--- src/design/counter_pkg.sv ---
/*
 package of the up/down counter stage and its controller: widths, limits,
 register map of the controller, reset values and timing counts.
 assumes a single system clock of 10 MHz.
*/
package counter_pkg;
	localparam int          COUNT_W         = 4;
	localparam logic [3:0]  DECADE_LAST     = 4'h9;
	localparam logic [3:0]  BINARY_LAST     = 4'hf;
	localparam logic [3:0]  COUNT_ZERO      = 4'h0;

	localparam int          ADDR_W          = 8;
	localparam int          DATA_W          = 32;
	localparam logic [7:0]  CTRL_OFS        = 8'h00;
	localparam logic [7:0]  DIVIDER_OFS     = 8'h04;
	localparam logic [7:0]  PRESET_OFS      = 8'h08;
	localparam logic [7:0]  STATUS_OFS      = 8'h0c;
	localparam logic [7:0]  CARRY_CNT_OFS   = 8'h10;

	localparam int          CTRL_RUN_BIT    = 0;
	localparam int          CTRL_DOWN_BIT   = 1;
	localparam int          ST_TERM_BIT     = 4;
	localparam int          ST_RIPPLE_BIT   = 5;
	localparam int          ST_BUSY_BIT     = 6;
	localparam int          ST_DOWN_BIT     = 7;
	localparam int          ST_EN_N_BIT     = 8;

	localparam logic [1:0]  CTRL_RESET      = 2'h0;
	localparam logic [7:0]  DIVIDER_RESET   = 8'h04;
	localparam logic [3:0]  PRESET_RESET    = 4'h0;
	localparam logic [7:0]  CARRY_CNT_RESET = 8'h00;

	localparam int          CLK_PERIOD_NS   = 100;
	localparam int          PRESET_WIDTH_NS = 35;
	localparam int          RECOVERY_NS     = 40;
	localparam int          PRESET_CYCLES_R = (PRESET_WIDTH_NS + CLK_PERIOD_NS - 1) / CLK_PERIOD_NS;
	localparam int          RECOVERY_CYC_R  = (RECOVERY_NS + CLK_PERIOD_NS - 1) / CLK_PERIOD_NS;
	localparam int          PRESET_CYCLES   = (PRESET_CYCLES_R < 1) ? 1 : PRESET_CYCLES_R;
	localparam int          RECOVERY_CYCLES = (RECOVERY_CYC_R < 1) ? 1 : RECOVERY_CYC_R;
	localparam logic [3:0]  BUSY_CYCLES     = 4'(PRESET_CYCLES + RECOVERY_CYCLES);
	localparam logic [3:0]  RECOVERY_LEFT   = 4'(RECOVERY_CYCLES);

	function automatic logic is_terminal(input logic [3:0] value,
	                                     input logic       down,
	                                     input logic [3:0] last);
		is_terminal = down ? (value == COUNT_ZERO) : (value == last);
	endfunction
endpackage

--- src/design/counter_if.sv ---
/*
 interface joining one counter stage to its controlling logic.
 assumes both ends run on the same system clock; no clock lives here.
*/
`timescale 1ns/1ps
interface counter_if;
	logic       count_pulse_in;
	logic       count_enable_n;
	logic       count_down;
	logic       preset_load_n;
	logic [3:0] preset_data;
	logic [3:0] count_value;
	logic       terminal_reached;
	logic       ripple_clock_n;

	modport device (
		input  count_pulse_in,
		input  count_enable_n,
		input  count_down,
		input  preset_load_n,
		input  preset_data,
		output count_value,
		output terminal_reached,
		output ripple_clock_n
	);

	modport host (
		output count_pulse_in,
		output count_enable_n,
		output count_down,
		output preset_load_n,
		output preset_data,
		input  count_value,
		input  terminal_reached,
		input  ripple_clock_n
	);
endinterface

--- src/design/counter_controller.sv ---
/*
 controlling end of a counter stage: makes the count pulse by a divider,
 applies enable and direction only at safe moments, runs presets and
 counts ripple pulses. software reaches it by a plain register port.
 assumes the stage runs on the same sys_clk.
*/
`timescale 1ns/1ps
module counter_controller (
	input  wire logic                            sys_clk,
	input  wire logic                            nrst,
	counter_if.host                              link,
	input  wire logic [counter_pkg::ADDR_W-1:0]  reg_addr,
	input  wire logic [counter_pkg::DATA_W-1:0]  reg_wdata,
	input  wire logic                            reg_write,
	input  wire logic                            reg_read,
	output logic      [counter_pkg::DATA_W-1:0]  reg_rdata
);
	import counter_pkg::*;

	logic [1:0] ctrl_reg,   ctrl_next;
	logic [7:0] div_reg,    div_next;
	logic [3:0] preset_reg, preset_next;
	logic [7:0] carry_reg,  carry_next;
	logic [7:0] tick_cnt_reg, tick_cnt_next;
	logic       pulse_reg,  pulse_next;
	logic       en_n_reg,   en_n_next;
	logic       down_reg,   down_next;
	logic [3:0] busy_reg,   busy_next;
	logic       ripple_prev_reg, ripple_prev_next;
	logic [DATA_W-1:0] rdata_reg, rdata_next;
	logic       tick;
	logic       safe_high;
	logic       ripple_fall;

	// a divider of zero acts as one, so a steady high cycle always exists
	assign tick        = (busy_reg == 4'h0) && (tick_cnt_reg >= div_reg)
		&& (tick_cnt_reg != 8'h00);    // [RULE_19]
	assign safe_high   = pulse_reg & ~tick;
	assign ripple_fall = ripple_prev_reg & ~link.ripple_clock_n;

	always_comb begin
		ctrl_next        = ctrl_reg;
		div_next         = div_reg;
		preset_next      = preset_reg;
		carry_next       = carry_reg;
		busy_next        = (busy_reg != 4'h0) ? 4'(busy_reg - 4'h1) : busy_reg;
		tick_cnt_next    = tick ? 8'h00 : 8'(tick_cnt_reg + 8'h01);
		pulse_next       = tick ? ~pulse_reg : pulse_reg;
		en_n_next        = en_n_reg;
		down_next        = down_reg;
		ripple_prev_next = link.ripple_clock_n;
		rdata_next       = '0;
		if (busy_reg != 4'h0) begin
			tick_cnt_next = 8'h00;
		end
		if (reg_write) begin
			case (reg_addr)
				CTRL_OFS: begin
					ctrl_next = reg_wdata[1:0];
				end
				DIVIDER_OFS: begin
					div_next = reg_wdata[7:0];
				end
				PRESET_OFS: begin
					preset_next = reg_wdata[3:0];
					busy_next   = BUSY_CYCLES;
				end
				CARRY_CNT_OFS: begin
					carry_next = CARRY_CNT_RESET;
				end
				default: begin
				end
			endcase
		end
		// a ripple pulse in the clearing cycle still counts
		if (ripple_fall) begin
			carry_next = (reg_write && reg_addr == CARRY_CNT_OFS) ? 8'h01
				: 8'(carry_reg + 8'h01);
		end
		// direction moves only while the stage is inhibited or the pulse is high
		if (ctrl_reg[CTRL_DOWN_BIT] != down_reg && (en_n_reg || safe_high)) begin
			down_next = ctrl_reg[CTRL_DOWN_BIT];    // [RULE_11]
		end
		// enable drops a cycle after the direction settles, never with it
		if (ctrl_reg[CTRL_RUN_BIT] && down_reg == ctrl_reg[CTRL_DOWN_BIT]) begin
			en_n_next = 1'b0;    // [RULE_09]
		end else if (!ctrl_reg[CTRL_RUN_BIT] && safe_high) begin
			en_n_next = 1'b1;    // [RULE_10] [RULE_18]
		end
		if (reg_read) begin
			case (reg_addr)
				CTRL_OFS:      rdata_next = DATA_W'(ctrl_reg);
				DIVIDER_OFS:   rdata_next = DATA_W'(div_reg);
				PRESET_OFS:    rdata_next = DATA_W'(preset_reg);
				STATUS_OFS: begin
					rdata_next[3:0]           = link.count_value;
					rdata_next[ST_TERM_BIT]   = link.terminal_reached;    // [RULE_14]
					rdata_next[ST_RIPPLE_BIT] = link.ripple_clock_n;
					rdata_next[ST_BUSY_BIT]   = (busy_reg != 4'h0);
					rdata_next[ST_DOWN_BIT]   = down_reg;
					rdata_next[ST_EN_N_BIT]   = en_n_reg;
				end
				CARRY_CNT_OFS: rdata_next = DATA_W'(carry_reg);
				default:       rdata_next = '0;
			endcase
		end
	end

	always_ff @(posedge sys_clk) begin
		if (!nrst) begin
			ctrl_reg        <= CTRL_RESET;
			div_reg         <= DIVIDER_RESET;
			preset_reg      <= PRESET_RESET;
			carry_reg       <= CARRY_CNT_RESET;
			tick_cnt_reg    <= 8'h00;
			pulse_reg       <= 1'b0;
			en_n_reg        <= 1'b1;
			down_reg        <= 1'b0;
			busy_reg        <= 4'h0;
			ripple_prev_reg <= 1'b1;
			rdata_reg       <= '0;
		end else begin
			ctrl_reg        <= ctrl_next;
			div_reg         <= div_next;
			preset_reg      <= preset_next;
			carry_reg       <= carry_next;
			tick_cnt_reg    <= tick_cnt_next;
			pulse_reg       <= pulse_next;
			en_n_reg        <= en_n_next;
			down_reg        <= down_next;
			busy_reg        <= busy_next;
			ripple_prev_reg <= ripple_prev_next;
			rdata_reg       <= rdata_next;
		end
	end

	// load is low for the first part of busy; the rest is recovery before a pulse
	assign link.preset_load_n  = ~(busy_reg > RECOVERY_LEFT);
	assign link.preset_data    = preset_reg;
	assign link.count_pulse_in = pulse_reg;
	assign link.count_enable_n = en_n_reg;
	assign link.count_down     = down_reg;
	assign reg_rdata           = rdata_reg;
endmodule

--- src/flat_wrapper.sv ---
// flat-port wrapper written by rule: the top's interface ports become plain ports
module counter_controller_flat import counter_pkg::*;
  (sys_clk, nrst, reg_addr, reg_wdata, reg_write, reg_read, reg_rdata, link_count_pulse_in, link_count_enable_n, link_count_down, link_preset_load_n, link_preset_data, link_count_value, link_terminal_reached, link_ripple_clock_n);
  counter_if link_i ();
  input  wire logic sys_clk;
  input  wire logic nrst;
  input  wire logic [counter_pkg::ADDR_W-1:0] reg_addr;
  input  wire logic [counter_pkg::DATA_W-1:0] reg_wdata;
  input  wire logic reg_write;
  input  wire logic reg_read;
  output logic      [counter_pkg::DATA_W-1:0] reg_rdata;
  output wire logic [$bits(link_i.count_pulse_in)-1:0] link_count_pulse_in;
  output wire logic [$bits(link_i.count_enable_n)-1:0] link_count_enable_n;
  output wire logic [$bits(link_i.count_down)-1:0] link_count_down;
  output wire logic [$bits(link_i.preset_load_n)-1:0] link_preset_load_n;
  output wire logic [$bits(link_i.preset_data)-1:0] link_preset_data;
  input wire logic [$bits(link_i.count_value)-1:0] link_count_value;
  input wire logic [$bits(link_i.terminal_reached)-1:0] link_terminal_reached;
  input wire logic [$bits(link_i.ripple_clock_n)-1:0] link_ripple_clock_n;
  assign link_count_pulse_in = link_i.count_pulse_in;
  assign link_count_enable_n = link_i.count_enable_n;
  assign link_count_down = link_i.count_down;
  assign link_preset_load_n = link_i.preset_load_n;
  assign link_preset_data = link_i.preset_data;
  assign link_i.count_value = link_count_value;
  assign link_i.terminal_reached = link_terminal_reached;
  assign link_i.ripple_clock_n = link_ripple_clock_n;
  counter_controller u_core (.sys_clk(sys_clk), .nrst(nrst), .link(link_i), .reg_addr(reg_addr), .reg_wdata(reg_wdata), .reg_write(reg_write), .reg_read(reg_read), .reg_rdata(reg_rdata));
endmodule
--- config.mk ---
export PLATFORM = sky130hd
export DESIGN_NAME = counter_controller_flat
export DESIGN_NICKNAME = d
export VERILOG_FILES = /design/src/design/counter_pkg.sv /design/src/design/counter_if.sv /design/src/design/counter_controller.sv /design/src/flat_wrapper.sv
export SDC_FILE = /design/constraint.sdc
export NUM_CORES = 1
export LEC_CHECK = 0
export BUFFER_PORTS_ARGS = -buffer_cell sky130_fd_sc_hd__buf_2
export CAP_MARGIN = 5
export CORE_MARGIN = 2
export CORE_UTILIZATION = 42
export DETAILED_ROUTE_END_ITERATION = 12
export GPL_ROUTABILITY_DRIVEN = 1
export PLACE_DENSITY = 0.68
export REMOVE_ABC_BUFFERS = 1
export SYNTH_ARGS = -nofsm -noshare
export SYNTH_HDL_FRONTEND = slang
export SYNTH_SLANG_ARGS = --single-unit
--- constraint.sdc ---
create_clock -name sys_clk -period 4 [get_ports sys_clk]
set_input_delay 0.4 -clock sys_clk [delete_from_list [all_inputs] [get_ports sys_clk]]
set_output_delay 0.4 -clock sys_clk [all_outputs]
set_load 0.02 [all_outputs]
==> impl_metrics.csv, run 1 <==
group,metric,value,unit
outcome,status,"finished clean",
floorplan,io_pins,90,
cts,holdBufCountCts,0,
cells_and_area,nets,372,
routing,met3_length,258,µm
cts,post_cts_buffers,0,
pwr,vdd_ir_drop_max,0.257,mV
cts,ctsResizeCount,0,
hold_path,hp-class,"in2reg",
worst_setup_path,end_kind,"register",
synthesis,syn_inst,268,
placed_design,routabilityCongestion,0.788,
cts,clk_latency,0.31,ns
routing,wl_per_cell,13.2,µm
worst_setup_path,r2r_slack,1.83,ns
routing,top_layer,"met4",
global_route,grtUsageTotal,16.4,%
synthesis,syn_avg_cell_area,9.47,µm²
timing,rsz0062_at_grt,"no",
timing,finalCriticalPeriod,2.17,ns
cts,clk_pin_slew,0.09,ns
floorplan,dieArea,0.00668,mm²
cts,root_buffer,"clkbuf_8",
worst_setup_path,crit_path_start_kind,"register",
routing,vias,1907,
timing,skew,0.00788,ns
worst_setup_path,critPathKind,"reg2reg",
timing,fin_tns_setup,0,ns
routing,dr_wl_met2,2150,µm
routing,ant_nets,0,
cells_and_area,diodes,0,
synthesis,synthSimpleGateAreaFrac,21.5,%
synthesis,synthAdderAreaFrac,6.41,%
synthesis,synthMuxAreaShare,8.14,%
floorplan,die_y,81.7,µm
routing,drc_errors,0,
timing,maxSlewViolCount,0,
synthesis,ys_seq_elements,47,
cts,clk_path_buf_depth,2,
timing,hold_slack,0.330,ns
routing,drt_wl_total,5070,µm
placed_design,port_buffers,42,
floorplan,chipWidth,81.7,µm
cts,cts_tree,"built",
synthesis,yosys_warnings,0,
global_route,antenna_found_initial,0,
synthesis,synth-edff-count,0,
timing,worstMarginPinSlew,0.659,ns
pwr,p_leak,0.00121,µW
synthesis,ys_async_sr_fraction,0,%
synthesis,synth-main-ff-cell,"dfxtp_1",
routing,drt-met1-wl,2570,µm
timing,hold_violations,0,
cells_and_area,drive_gt1_share,20.3,%
worst_setup_path,worstPathMaxFanout,8,
global_route,grt-ovfl-total,0,
synthesis,synth_top_family_by_area,"simple AND/OR/NAND/NOR gates",
timing,finalCritPeriodShare,54.1,%
synthesis,synth_seq_area_share,37.1,%
cells_and_area,largest_reg_flops,9,
synthesis,yosysUniqueCellTypes,49,
worst_setup_path,arrival,2.41,ns
cts,numCtsBuffers,5,
cts,clock_sinks,47,
pwr,power_density,393,mW/mm²
cts,htree_levels,2,
global_route,grt_pass1_vias,1716,
routing,dr.pass1.iters,4,
timing,finalSetupViolations,0,
global_route,grt_max_degree,26,
synthesis,synth_xor_area_share,5.18,%
synthesis,netlist_area,0.00254,mm²
routing,avgViaCountPerCell,4.95,
cells_and_area,area_delta_synth_final,10.9,%
routing,initialDrtViolationCount,74,
timing,slew-limit-headroom,54.9,%
global_route,grt_pass1_wl,8200,µm
timing,clock.fmax,0.462,GHz
placed_design,place_hpwl,3860,µm
worst_setup_path,required,4.25,ns
synthesis,synth_compound_area_share,11.0,%
floorplan,coreArea,0.00589,mm²
job,max-cap-violations,0,
floorplan,rows,28,
floorplan,start_util,43.1,%
-- placed cells by master (no fill, tap or decap), types with 8 or more instances in the layout --
cell type / netlist / routed
conb_1: 1 / 23
ha_1: 13 / 13
mux2i_1: 15 / 15
nand2_1: 15 / 15
xor2_1: 10 / 10
nor2b_1: 15 / 15
dfxtp_1: 47 / 47
nor2_1: 27 / 27
buf_2: 2 / 42
a22oi_1: 8 / 8
inv_1: 15 / 15
-- per-layer routing --
metal  vias up  GRT usage, %
li1        960             -
met1       885          22.5
met2        57          25.0
met3         5          3.19
met4         0          6.67
met5         -             0
-- cells by family after synthesis --
group,count (synthesis)
other,1
DFF,47
AOI/OAI and AO/OA,36
and+or+nand+nor,93
adders and majority gates,13
muxes,18
buffers and inverters,45
xor gates and xnor gates,15
-- critical path, stage by stage (launching register included) --
cell       delay (ns)
dfxtp_1          0.37
inv_1            0.08
ha_1             0.28
nand2b_1         0.13
a2111oi_0        0.62
o21a_1           0.27
o211ai_2         0.20
nor2_1           0.16
-- worst paths after layout --
check                                       startpoint                endpoint  depth (start not counted)
worst max register to register  u_core.tick_cnt_reg[0]  u_core.tick_cnt_reg[6]                          7
worst min register to register  u_core.tick_cnt_reg[0]  u_core.tick_cnt_reg[0]                          1
worst max-delay path            u_core.tick_cnt_reg[0]  u_core.tick_cnt_reg[6]                          7
worst min-delay path               link_ripple_clock_n  u_core.ripple_prev_reg                          2
-- through the flow --
step                      power, µW  utilization [%]  cell area, µm²  worst slack (ns)  std cells
after floorplan                 738                -            2410              2.16        260
after global placement          801             46.1            2720              1.79        377
after detailed placement        807             46.1            2720              1.77        377
after CTS                      1120             47.8            2810              1.85        385
after global routing           1170             47.8            2810              1.53        385
final                          1110             47.8            2810              1.83        385
-- cell usage after synthesis, drive strengths merged (3+ instances only) --
cell	instances	area share, %
a21oi	6	1.2
a22o	4	1.4
a22oi	8	2.4
and3	6	1.5
and4	3	1.0
buf	26	7.6
clkbuf	4	0.59
dfxtp	47	37
ha	13	6.4
inv	15	2.2
mux2i	15	5.9
nand2	15	2.2
nand3	7	1.6
nand4	4	1.2
nor2	27	4.0
nor2b	15	3.7
nor3	3	1.0
o211ai	3	1.1
o21ai	5	0.99
or3	3	0.94
xnor2	5	1.7
xor2	10	3.5
-- report_power, final --
group | switching (µW) | internal (µW) | leakage, µW
logic | 159 | 116 | 0.000785
registers | 26.3 | 493 | 0.000380
clock network | 170 | 141 | 0.0000474
total | 355 | 751 | 0.00121
-- final cells by class --
cell class              count  area, µm²
inverters                  15       56.3
flip-flops and latches     47        941
fillers                   595       3070
well taps                  75       93.8
clock inverters             2       16.3
clock buffers               6       82.6
repair buffers             42        210
multi-input cells         198       1410
No activity file was read; power rests on OpenSTA's default activity.
==> run 2: changes to the inputs <==
--- a/config.mk
+++ b/config.mk
@@ -11,7 +11,7 @@
 export CORE_UTILIZATION = 42
 export DETAILED_ROUTE_END_ITERATION = 12
 export GPL_ROUTABILITY_DRIVEN = 1
-export PLACE_DENSITY = 0.68
+export PLACE_DENSITY = 0.71
 export REMOVE_ABC_BUFFERS = 1
 export SYNTH_ARGS = -nofsm -noshare
 export SYNTH_HDL_FRONTEND = slang
==> constraint.sdc (replaced) <==
create_clock -name sys_clk -period 1.8 [get_ports sys_clk]
set_input_delay 0.18 -clock sys_clk [delete_from_list [all_inputs] [get_ports sys_clk]]
set_output_delay 0.18 -clock sys_clk [all_outputs]
set_load 0.02 [all_outputs]
==> impl_metrics.csv, run 2 (synthesis results as in run 1) <==
group,metric,value,unit
global_route,grt-ovfl-total,0,
global_route,grtUsageTotal,16.3,%
timing,hold_slack,0.113,ns
worst_setup_path,critPathMaxStageDelay,0.46,ns
pwr,power_density,938,mW/mm²
routing,avgViaCountPerCell,4.79,
floorplan,die_y,81.7,µm
cells_and_area,final_area,0.00306,mm²
routing,ant_nets,0,
timing,finalSetupViolations,11,
worst_setup_path,arrival,2.08,ns
pwr,p_leak,0.00135,µW
placed_design,place_hpwl,3960,µm
worst_setup_path,crit_path_start_kind,"register",
global_route,grt_pass1_wl,8220,µm
routing,initialDrtViolationCount,61,
cts,cts_tree,"built",
timing,rsz0062_at_grt,"yes",
worst_setup_path,path_buf_inv,3,
cells_and_area,drive_gt1_share,27.7,%
worst_setup_path,critPathKind,"reg2reg",
worst_setup_path,path_cells,"inv_2 -> buf_6 -> ha_4 -> or4b_4 -> o41ai_4 -> buf_4 -> o211ai_4 -> nor2_1",
placed_design,routabilityCongestion,0.810,
worst_setup_path,path_delay_family,"simple AND/OR/NAND/NOR gates",
routing,vias,1937,
routing,drt_wl_total,5140,µm
worst_setup_path,worstPathMaxFanout,8,
cts,numCtsBuffers,5,
cells_and_area,fillers,532,
pwr,power,2870,µW
cts,clk_latency,0.31,ns
outcome,violations,"setup timing",
floorplan,chipWidth,81.7,µm
cts,htree_levels,2,
floorplan,rows,28,
job,max-cap-violations,0,
timing,finalCritPeriodShare,103,%
global_route,antenna_found_initial,0,
cells_and_area,final_cell_mix,"dfxtp_1, buf_2, nor2_1",
floorplan,dieArea,0.00668,mm²
floorplan,coreArea,0.00589,mm²
hold_path,hp-class,"in2reg",
cells_and_area,final_cells,404,
floorplan,io_pins,90,
cells_and_area,area_delta_synth_final,20.7,%
worst_setup_path,slowest_stage,"or4b_4",
routing,drc_errors,0,
worst_setup_path,required,2.04,ns
outcome,status,"finished, violations left",
placed_design,dp.cells,393,
timing,finalCriticalPeriod,1.85,ns
placed_design,port_buffers,42,
cts,holdBufCountCts,0,
cts,clock_sinks,47,
routing,dr.pass1.iters,4,
placed_design,place_area,0.00285,mm²
timing,maxSlewViolCount,0,
cts,root_buffer,"clkbuf_8",
global_route,grt_pass1_vias,1789,
cells_and_area,nets,391,
cells_and_area,layout_commonest_cell,"dfxtp_1",
timing,hold_violations,0,
timing,clock.fmax,0.542,GHz
worst_setup_path,end_kind,"register",
timing,skew,0.00894,ns
cts,clk_pin_slew,0.09,ns
cells_and_area,largest_reg_flops,9,
cts,clk_path_buf_depth,2,
pwr,vdd_ir_drop_max,0.660,mV
global_route,grt_max_degree,21,
timing,timing.final.ws_setup,-0.0463,ns
routing,wl_per_cell,12.7,µm
floorplan,start_util,43.1,%
cells_and_area,diodes,0,
run 2: through the flow:
step | worst slack, ns | util (%) | setup TNS, ns
6_report | -0.0463 | 52.0 | -0.323
5_1_grt | -0.118 | 52.0 | -1.04
3_3_place_gp | -0.159 | 48.4 | -1.19
4_1_cts | -0.0947 | 51.6 | -0.731
2_1_floorplan | -0.0402 | - | -0.300
3_5_place_dp | -0.195 | 48.4 | -1.49
run 2: layout make-up:
cell class                      instances  area (µm²)  area share [%]
Inverter                               15        56.3            1.84
Tap cell                               75        93.8            3.06
Multi-Input combinational cell        198        1470            47.9
Sequential cell                        47         942            30.8
Clock buffer                            6        72.6            2.37
Clock inverter                          2        60.1            1.96
Timing Repair Buffer                   61         369            12.1
run 2: worst reg2reg max path: cells and delay by family (launching register included):
| kind | cells | cell delay, ns |
|---|---|---|
| compound gates | 2 | 0.42 |
| fa+ha+maj | 1 | 0.10 |
| buf+inv | 3 | 0.34 |
| flops | 1 | 0.33 |
| simple gates | 2 | 0.58 |
run 2: final timing paths:
path / to / cells after the start / startpoint / slack [ns]
max: u_core.tick_cnt_reg[0] / 8 / u_core.tick_cnt_reg[0] / -0.05
min: u_core.ripple_prev_reg / 2 / link_ripple_clock_n / 0.11
max reg2reg: u_core.tick_cnt_reg[0] / 8 / u_core.tick_cnt_reg[0] / -0.05
min reg2reg: u_core.tick_cnt_reg[0] / 2 / u_core.tick_cnt_reg[0] / 0.51
run 2: timing repair:
action                                  4_1_cts  5_1_grt
pin swaps                                    12        3
buffers inserted                              2        1
gates resized for setup                      11        5
endpoints found under the setup margin       10       11
run 2: report_power, final:
part | internal (µW) | switching [µW] | total [µW]
Sequential | 1100 | 55.2 | 1150
Clock | 555 | 355 | 909
Combinational | 389 | 419 | 807
run 2: per-layer routing:
layer	track usage, %	up-vias	part of all wire (%)	wire length (µm)
li1	-	1002	-	-
met1	21.8	873	49	2510
met2	25.8	56	44	2250
met3	3.19	6	5.7	292
met4	6.50	0	1.6	83
met5	0	-	0	0
